## src/verilog/csor_pkg.sv

```systemverilog
// Overview of operation
// - status register answers at 03h and at 83h, same storage both banks
// - add or subtract sets carry on carry out of bit 7, else clears
// - subtract stores carry and half carry as not-borrow
// - one shared prescaler, given to timer or watchdog, never both
// - prescaler given to watchdog makes the timer tick one to one
// - option register fully readable and writable
// - flag-affecting instruction writing status keeps alu zero, half carry, carry
// - software writes to watchdog expiry and sleep entered bits are ignored
`default_nettype none
package csor_pkg;
  localparam logic [7:0] CSOR_STATUS_OFS_B0 = 8'h03;
  localparam logic [7:0] CSOR_STATUS_OFS_B1 = 8'h83;
  localparam logic [7:0] CSOR_OPTION_OFS_B1 = 8'h81;
  localparam logic [7:0] CSOR_OPTION_OFS_B0 = 8'h01;
  localparam int CSOR_BIT_CARRY     = 0;
  localparam int CSOR_BIT_HALF      = 1;
  localparam int CSOR_BIT_ZERO      = 2;
  localparam int CSOR_BIT_SLEEP     = 3;
  localparam int CSOR_BIT_WDOG      = 4;
  localparam int CSOR_BIT_BANK_LOW  = 5;
  localparam int CSOR_BIT_BANK_HIGH = 6;
  localparam int CSOR_BIT_IND_BANK  = 7;
  localparam int CSOR_BIT_PS_ASSIGN = 3;
  localparam int CSOR_BIT_BANK_ADDR = 7;
  localparam logic [7:0] CSOR_STATUS_RST = 8'h18;
  localparam logic [7:0] CSOR_OPTION_RST = 8'hff;
  localparam logic [7:0] CSOR_PS_RATE_MASK = 8'h07;
  localparam logic [7:0] CSOR_PS_TIMER_BASE = 8'h02;
  typedef enum logic [1:0] {
    CSOR_OP_NONE = 2'b01,
    CSOR_OP_ALU  = 2'b10
  } csor_op_t;
endpackage
`default_nettype wire

```

## src/verilog/csor_regs.sv

```systemverilog
// The plain strobed port was chosen for this implementation.
`default_nettype none
module csor_regs
  import csor_pkg::*;
(
  // clock and reset
  input  wire logic       CLK_I,
  input  wire logic       RST_N_I,
  // register port
  input  wire logic [7:0] ADDR_I,
  input  wire logic [7:0] WDATA_I,
  input  wire logic       WR_I,
  input  wire logic       RD_I,
  output logic      [7:0] RDATA_O,
  // alu result
  input  wire logic       ALU_VALID_I,
  input  wire logic       ALU_SUB_I,
  input  wire logic [7:0] ALU_A_I,
  input  wire logic [7:0] ALU_B_I,
  input  wire logic       FLAG_WR_I,
  input  wire logic       FLAG_Z_I,
  // reset cause events
  input  wire logic       WDOG_EXPIRE_I,
  input  wire logic       SLEEP_ENTER_I,
  input  wire logic       WDOG_CLEAR_I,
  // timer and watchdog clock pulses
  input  wire logic       TIMER_SRC_I,
  input  wire logic       WDOG_SRC_I,
  // user side outputs
  output logic      [7:0] STATUS_O,
  output logic      [7:0] OPTION_O,
  output logic            BANK_SEL_O,
  output logic            TIMER_TICK_O,
  output logic            WDOG_TICK_O
);
  typedef struct packed {
    logic [7:0] status;
    logic [7:0] option;
    logic [7:0] rdata;
    logic [7:0] presc;
    logic       ttick;
    logic       wtick;
  } csor_state_t;

  csor_state_t st_reg;
  csor_state_t st_next;

  logic [8:0] sum;
  logic [4:0] nib;
  logic [7:0] ps_mask;
  logic       hit_status;
  logic       hit_option;
  logic       ps_src;
  logic       ps_out;

  always_comb begin
    st_next = st_reg;
    st_next.ttick = 1'b0;
    st_next.wtick = 1'b0;
    hit_status = (ADDR_I == CSOR_STATUS_OFS_B0) || (ADDR_I == CSOR_STATUS_OFS_B1);
    hit_option = (ADDR_I == CSOR_OPTION_OFS_B1) || (ADDR_I == CSOR_OPTION_OFS_B0);
    if (ALU_SUB_I) begin
      sum = {1'b0, ALU_A_I} + {1'b0, ~ALU_B_I} + 9'h001;
      nib = {1'b0, ALU_A_I[3:0]} + {1'b0, ~ALU_B_I[3:0]} + 5'h01;
    end else begin
      sum = {1'b0, ALU_A_I} + {1'b0, ALU_B_I};
      nib = {1'b0, ALU_A_I[3:0]} + {1'b0, ALU_B_I[3:0]};
    end
    if (WR_I && hit_status) begin
      st_next.status[7:5] = WDATA_I[7:5];
      if (!ALU_VALID_I && !FLAG_WR_I) begin
        st_next.status[2:0] = WDATA_I[2:0];
      end
    end
    if (WR_I && hit_option) begin
      st_next.option = WDATA_I;
    end
    if (ALU_VALID_I) begin
      st_next.status[CSOR_BIT_CARRY] = sum[8];
      st_next.status[CSOR_BIT_HALF]  = nib[4];
      st_next.status[CSOR_BIT_ZERO]  = (sum[7:0] == 8'h00);
    end else if (FLAG_WR_I) begin
      st_next.status[CSOR_BIT_ZERO] = FLAG_Z_I;
    end
    if (WDOG_CLEAR_I) begin
      st_next.status[CSOR_BIT_WDOG]  = 1'b1;
      st_next.status[CSOR_BIT_SLEEP] = 1'b1;
    end
    if (SLEEP_ENTER_I) begin
      st_next.status[CSOR_BIT_SLEEP] = 1'b0;
    end
    if (WDOG_EXPIRE_I) begin
      st_next.status[CSOR_BIT_WDOG] = 1'b0;
    end
    ps_src = st_reg.option[CSOR_BIT_PS_ASSIGN] ? WDOG_SRC_I : TIMER_SRC_I;
    ps_mask = st_reg.option[CSOR_BIT_PS_ASSIGN]
            ? ((8'h01 << st_reg.option[2:0]) - 8'h01)
            : ((CSOR_PS_TIMER_BASE << st_reg.option[2:0]) - 8'h01);
    ps_out = 1'b0;
    if (ps_src) begin
      st_next.presc = st_reg.presc + 8'h01;
      ps_out = ((st_reg.presc & ps_mask) == ps_mask);
    end
    if (WR_I && hit_option) begin
      st_next.presc = 8'h00;
    end
    if (st_reg.option[CSOR_BIT_PS_ASSIGN]) begin
      st_next.ttick = TIMER_SRC_I;
      st_next.wtick = ps_out;
    end else begin
      st_next.ttick = ps_out;
      st_next.wtick = WDOG_SRC_I;
    end
    st_next.rdata = 8'h00;
    if (RD_I && hit_status) begin
      st_next.rdata = st_reg.status;
    end else if (RD_I && hit_option) begin
      st_next.rdata = st_reg.option;
    end
  end

  always_ff @(posedge CLK_I) begin
    if (!RST_N_I) begin
      st_reg.status <= CSOR_STATUS_RST;
      st_reg.option <= CSOR_OPTION_RST;
      st_reg.rdata  <= 8'h00;
      st_reg.presc  <= 8'h00;
      st_reg.ttick  <= 1'b0;
      st_reg.wtick  <= 1'b0;
    end else begin
      st_reg <= st_next;
    end
  end

  assign RDATA_O      = st_reg.rdata;
  assign STATUS_O     = st_reg.status;
  assign OPTION_O     = st_reg.option;
  assign BANK_SEL_O   = st_reg.status[CSOR_BIT_BANK_LOW];
  assign TIMER_TICK_O = st_reg.ttick;
  assign WDOG_TICK_O  = st_reg.wtick;
endmodule
`default_nettype wire

```

## config.mk

```make
export PLATFORM = sky130hd
export DESIGN_NAME = csor_regs
export DESIGN_NICKNAME = d
export VERILOG_FILES = /design/src/verilog/csor_pkg.sv /design/src/verilog/csor_regs.sv
export SDC_FILE = /design/constraint.sdc
export NUM_CORES = 1
export LEC_CHECK = 0
export BUFFER_PORTS_ARGS = -buffer_cell sky130_fd_sc_hd__buf_2
export CORE_MARGIN = 1.5
export CORE_UTILIZATION = 45
export CTS_CLUSTER_SIZE = 25
export DETAILED_ROUTE_END_ITERATION = 10
export PLACE_DENSITY = 0.78
export SKIP_LAST_GASP = 1
export SLEW_MARGIN = 40
export SYNTH_ARGS = -nofsm -noshare
export SYNTH_HDL_FRONTEND = slang
export SYNTH_SLANG_ARGS = --single-unit
```

## constraint.sdc

```tcl
create_clock -name CLK_I -period 2.64 [get_ports CLK_I]
set_input_delay 0.528 -clock CLK_I [delete_from_list [all_inputs] [get_ports CLK_I]]
set_output_delay 0.528 -clock CLK_I [all_outputs]
set_load 0.01 [all_outputs]
```

==> impl_results.md, run 1 <==
* Outcome: finished clean
* # hold bufs at CTS at 0
* Via count at 2219
* Met1 usage at 22.1%
* Number of I/O pins at 72
* Core area at 5240 sq um
* Yosys reg bits at 34
* Post-Synth XOR/XNOR Area at 4.92%
* DR vias/cell at 5.27
* Nets@finish at 417
* CTS Buffer Depth at 2
* Share of layout cells above drive strength 1 at 25.1%
* Post-route cell area at 2850 sq um
* Yosys top cell area share at 27.3%
* Placed Area at 2740 sq um
* Post-Synth Simple-Gate Area at 18.1%
* Yosys warning total at 0
* Rel. slew slack at 58.8%
* Antenna diode count at 0
* Die W at 77.4 microns
* Max-cap viol count at 0
* GR Layer Usage met2 at 32.7%
* Vias in the first global route at 2126
* Power Dens Cells at 431 nW/um^2
* Filler Cells Inserted at 492
* Post-Synthesis Net Count at 368
* Sequential Area at 681 sq um
* Fin Clk Skew at 0.00642 ns
* Post-synth EDFFs at 0
* Die area at 5990 sq um
* Place WS at 0.187 ns
* PostCTS Resize Cnt at 0
* Critical Path AT at 2.67 ns
* Worst setup path category: register to register
* Area of the multi-input gates at 1510 sq um
* Leak pwr at 0.00142 uW
* Fin crit share at 92.9%
* Max Fclk at 408 MHz
* # rows at 26
* Setup TNS at 0 ns
* Post-CTS Setup Bufs at 0
* Total track usage at 18.7%
* Met3 Use GR at 3.88%
* First-pass GRT wire length at 9150 microns
* Mux cell area share after synthesis at 10.1%
* H-Tree Depth at 2
* Final WL at 5340 microns
* Largest net degree at the start of global routing at 22
* Wire length per cell at 12.7 microns
* CTS tree: done
* Grt total ovfl at 0
* DPL Wire Length at 4130 microns
* Root buffer selected by CTS: clkbuf_8
* Gate Count Post-Synth at 301
* Most Crowded Layer GR: met2
* Number of setup violations in the final report at 0
* Final Hold Fails at 0
* Num CTS Buffers at 5
* Commonest cells after routing, fill and taps aside: buf_2 (70), dfxtp_1 (34), nor2_1 (32)
* Initial antenna violation count at 0
* Slew at the pin closest to its max-slew limit at 0.615 ns
* Port-buffer cells at 70
* Final core occ at 54.4%
* First-iteration detailed-routing DRC count at 97
* CP Launch Type: register
* Clk slew on worst S/H paths at 0.07 ns
* Clock power frac at 37.6%
* Setup crit end kind: register
* RSZ-0062 raised after global routing: no
* Register area share after synthesis at 27.3%
* CP required at 2.86 ns
* CTS Sinks at 34
* Post-DRT Antenna Nets at 0
* Top_reg_cell synth: dfxtp_1
* Initial Utilization at 47.6%
* Top cells by area, synth: dfxtp_1 (27%), ha_1 (10%), mux2i_1 (9.6%), buf_4 (7.2%), nor2_1 (4.8%)
* Ys async rst share at 0%
* Class of the worst hold path: primary input to register
* Post-synthesis compound-gate area fraction at 15.7%
* Drt pass-1 iters at 4
* Mapped Area at 2490 sq um
* Sw Pwr at 319 uW
* Cell Count Post-Placement at 413
* Final min period at 2.45 ns
* Combinational family with the most area after synthesis: simple AND/OR/NAND/NOR gates
* Synthesized area per cell at 8.28 sq um
* Area delta synth->final at 14.4%
* Max-slew violation count at 0
* Final GP Congestion at 0.869
* Worst-path fanout max at 6
* Worst VDD drop at 0.000201 V
* Flop pwr share at 43.3%
* Distinct cells, synth at 50
* Internal at 910 uW
* Final Instance Count excl. Fillers at 421
* Comb pwr share at 19.1%
* Clk_lat worst skew at 0.29 ns
* Net Sw Frac at 26.0%
* Post-Synth Adder-Cell Area at 11.6%
* DR DRC count at 0
* Yosys top cell by area: dfxtp_1
* Die Ht at 77.4 microns
* Fin worst setup slack at 0.189 ns
* Commonest non-fill, non-tap cell in the layout: buf_2
## stage by stage
stage,hold WS (ns),power (uW)
finish,0.436,1230
global placement,0.475,771
CTS,0.431,1240
detailed placement,0.494,776
global route,0.436,1300
floorplan,0.468,706
## cell families (layout without fill, tap and decap cells)
family          after synthesis  count (layout)
simple gates                 93              93
buf+inv                      54             104
mux                          25              25
compound gates               59              59
fa+ha+maj                    22              22
flops                        34              34
xor+xnor                     14              14
## area by class of cell
cell class / count / area share, %
Tap cell: 70 / 3.07
Timing Repair Buffer: 75 / 13.6
Multi-Input combinational cell: 213 / 52.9
Inverter: 21 / 2.77
Clock inverter: 3 / 1.40
Clock buffer: 5 / 2.41
Sequential cell: 34 / 23.9
## power by group through the flow
stage / clock [uW] / sequential (uW) / combinational [uW]
after global placement: 0 / 543 / 228
after global routing: 501 / 533 / 264
final: 462 / 532 / 235
after CTS: 473 / 531 / 234
after detailed placement: 0 / 543 / 233
after floorplan: 0 / 542 / 165
## cell usage after synthesis, drive strengths merged, types with 2 or more instances
master	instances
nor3	6
inv	21
o31ai	2
a21o	3
nor3b	2
o211ai	3
o31a	2
nor4	2
mux2i	24
nand2	23
o21ai	12
nand4	4
o21a	3
a31oi	3
a21oi	15
fa	2
xnor2	10
nor2b	6
nand3	5
nand3b	2
xor2	4
nor2	32
dfxtp	34
ha	20
a221oi	2
buf	29
o22ai	2
and3	2
a211oi	6
clkbuf	4
## routing by layer
metal  vias up  wire, microns
li1       1119              -
met4         0             78
met3         7            297
met1      1021           2460
met2        72           2500
met5         -              0
## path summary, 6_finish.rpt
check	from	to	slack [ns]	depth (start not counted)
max	OPTION_O[0]$_SDFFE_PN1P_	TIMER_TICK_O$_SDFF_PN0_	0.19	10
min	WDOG_EXPIRE_I	STATUS_O[4]$_SDFFE_PN1P_	0.44	2
max reg2reg	OPTION_O[0]$_SDFFE_PN1P_	TIMER_TICK_O$_SDFF_PN0_	0.19	10
min reg2reg	OPTION_O[6]$_SDFFE_PN1P_	OPTION_O[6]$_SDFFE_PN1P_	0.51	2
## worst max-delay path: stages, from the launching register on
cell and delay (ns):
dfxtp_1 0.34, inv_1 0.05, ha_1 0.37, nand2_1 0.08, ha_1 0.28, nor3b_1 0.17, a31oi_1 0.14, o22a_1 0.18
a21oi_1 0.07, or4b_1 0.54, a21oi_1 0.16
(Power assumes the default switching activity.)
==> run 2, diff against run 1 <==
CORE_MARGIN = unset   (was 1.5)
CORE_UTILIZATION = 25   (was 45)
PLACE_DENSITY = 0.51   (was 0.78)
SKIP_LAST_GASP = unset   (was 1)
==> impl_results.md, run 2 (same netlist as run 1, synthesis figures left out) <==
* Critical Path AT at 2.52 ns (-0.15 ns)
* Initial Utilization at 25.6% (-22 points)
* First-pass GRT wire length at 9820 microns (+7.3%)
* Max-slew violation count at 0 (unchanged)
* Clk_lat worst skew at 0.29 ns (about the same)
* Power Dens Cells at 393 nW/um^2 (-8.8%)
* Die Ht at 102 microns (+32%)
* H-Tree Depth at 2 (unchanged)
* Max-cap viol count at 0 (unchanged)
* Total track usage at 12.0% (-6.7 points)
* Final Hold Fails at 0 (unchanged)
* Grt total ovfl at 0 (unchanged)
* Max Fclk at 434 MHz (+6.4%)
* Worst setup path category: register to register
* Vias in the first global route at 2086 (-1.9%)
* # rows at 36 (+38%)
* Number of I/O pins at 72 (unchanged)
* CP Launch Type: register
* PostCTS Resize Cnt at 0 (unchanged)
* Leak pwr at 0.00142 uW (+0.32%)
* Slew at the pin closest to its max-slew limit at 0.423 ns (-0.193 ns)
* DR vias/cell at 4.44 (-16%)
* Share of layout cells above drive strength 1 at 25.6% (+0.56 points)
* Drt pass-1 iters at 5 (+1)
* CTS Sinks at 34 (unchanged)
* Worst-path fanout max at 6 (unchanged)
* Post-DRT Antenna Nets at 0 (unchanged)
* Wire length per cell at 12.2 microns (-3.9%)
* Commonest cells after routing, fill and taps aside: buf_2 (70), dfxtp_1 (34), nor2_1 (32)
* Final min period at 2.30 ns (-0.148 ns)
* Initial antenna violation count at 0 (unchanged)
* Fin Clk Skew at 0.00688 ns (+0.000463 ns)
* CTS tree: done
* Post-CTS Setup Bufs at 0 (unchanged)
* Filler Cells Inserted at 1056 (+110%)
* Setup crit end kind: register
* Die area at 10400 sq um (+73%)
* Worst VDD drop at 0.000205 V (+2.0%)
* First-iteration detailed-routing DRC count at 40 (-59%)
* Antenna diode count at 0 (unchanged)
* Largest net degree at the start of global routing at 22 (unchanged)
* Root buffer selected by CTS: clkbuf_8
* # hold bufs at CTS at 0 (unchanged)
* Area delta synth->final at 17.8%
* Num CTS Buffers at 5 (unchanged)
* Die W at 102 microns (+32%)
* Place WS at 0.164 ns (-0.0231 ns)
* CTS Buffer Depth at 2 (unchanged)
* Core area at 9730 sq um (+86%)
* Final GP Congestion at 0.796 (-8.5%)
* DR DRC count at 0 (unchanged)
* Fin worst setup slack at 0.337 ns (+0.148 ns)
* Commonest non-fill, non-tap cell in the layout: buf_2
* Class of the worst hold path: primary input to register
* RSZ-0062 raised after global routing: no
* Nets@finish at 421 (+0.96%)
* DPL Wire Length at 4730 microns (+15%)
* Total Power at 1160 uW (-6.0%)
* Via count at 2168 (-2.3%)
* Number of setup violations in the final report at 0 (unchanged)
* CP required at 2.86 ns (about the same)
* Final core occ at 30.2% (-24 points)
* Port-buffer cells at 70 (unchanged)
* Outcome: finished clean
* Rel. slew slack at 71.8% (+13 points)
* Clk slew on worst S/H paths at 0.07 ns (about the same)
* Final WL at 5940 microns (+11%)
* Fin crit share at 87.2% (-5.6 points)
* Setup TNS at 0 ns (unchanged)
==> run 2: worst paths after layout <==
check / slack [ns] / cells past startpoint / end / startpoint
worst max-delay path: 0.34 / 10 / WDOG_TICK_O$_SDFF_PN0_ / OPTION_O[0]$_SDFFE_PN1P_
worst min-delay path: 0.43 / 2 / STATUS_O[3]$_SDFFE_PN1P_ / SLEEP_ENTER_I
worst max register to register: 0.34 / 10 / WDOG_TICK_O$_SDFF_PN0_ / OPTION_O[0]$_SDFFE_PN1P_
worst min register to register: 0.51 / 2 / OPTION_O[4]$_SDFFE_PN1P_ / OPTION_O[4]$_SDFFE_PN1P_
==> run 2: worst max-delay path: stages, from the launching register on <==
cell and delay [ns]:
dfxtp_1 0.33, inv_1 0.05, ha_1 0.28, nand2_1 0.06
ha_1 0.27, nor3b_1 0.17, a31oi_1 0.13, o22a_1 0.16
a21oi_1 0.06, or4b_1 0.55, a21oi_1 0.17
==> run 2: per-stage QoR <==
| stage | hold WS, ns | instance area (sq um) | std cells |
|---|---|---|---|
| after floorplan | 0.468 | 2490 | 301 |
| after global placement | 0.478 | 2850 | 480 |
| after detailed placement | 0.497 | 2850 | 480 |
| after CTS | 0.426 | 2940 | 488 |
| after global routing | 0.439 | 2940 | 488 |
| final | 0.427 | 2940 | 488 |
==> run 2: cell type report <==
type | count | area (sq um) | share of cell area [%]
Sequential cell | 34 | 681 | 23.2
Clock buffer | 6 | 72.6 | 2.47
Clock inverter | 2 | 13.8 | 0.469
Multi-Input combinational cell | 213 | 1510 | 51.3
Tap cell | 133 | 166 | 5.67
Timing Repair Buffer | 79 | 418 | 14.2
Inverter | 21 | 78.8 | 2.68
==> run 2: power by group <==
| group | switching, uW | internal, uW | total, uW |
|---|---|---|---|
| combinational | 127 | 110 | 238 |
| sequential | 9.38 | 523 | 532 |
| clock | 199 | 186 | 385 |
==> run 2: layer usage <==
layer	global-route usage, %	part of all wire (%)
met1	14.8	48
met2	21.4	46
met3	1.37	3.8
met4	4.40	1.8
met5	0	0
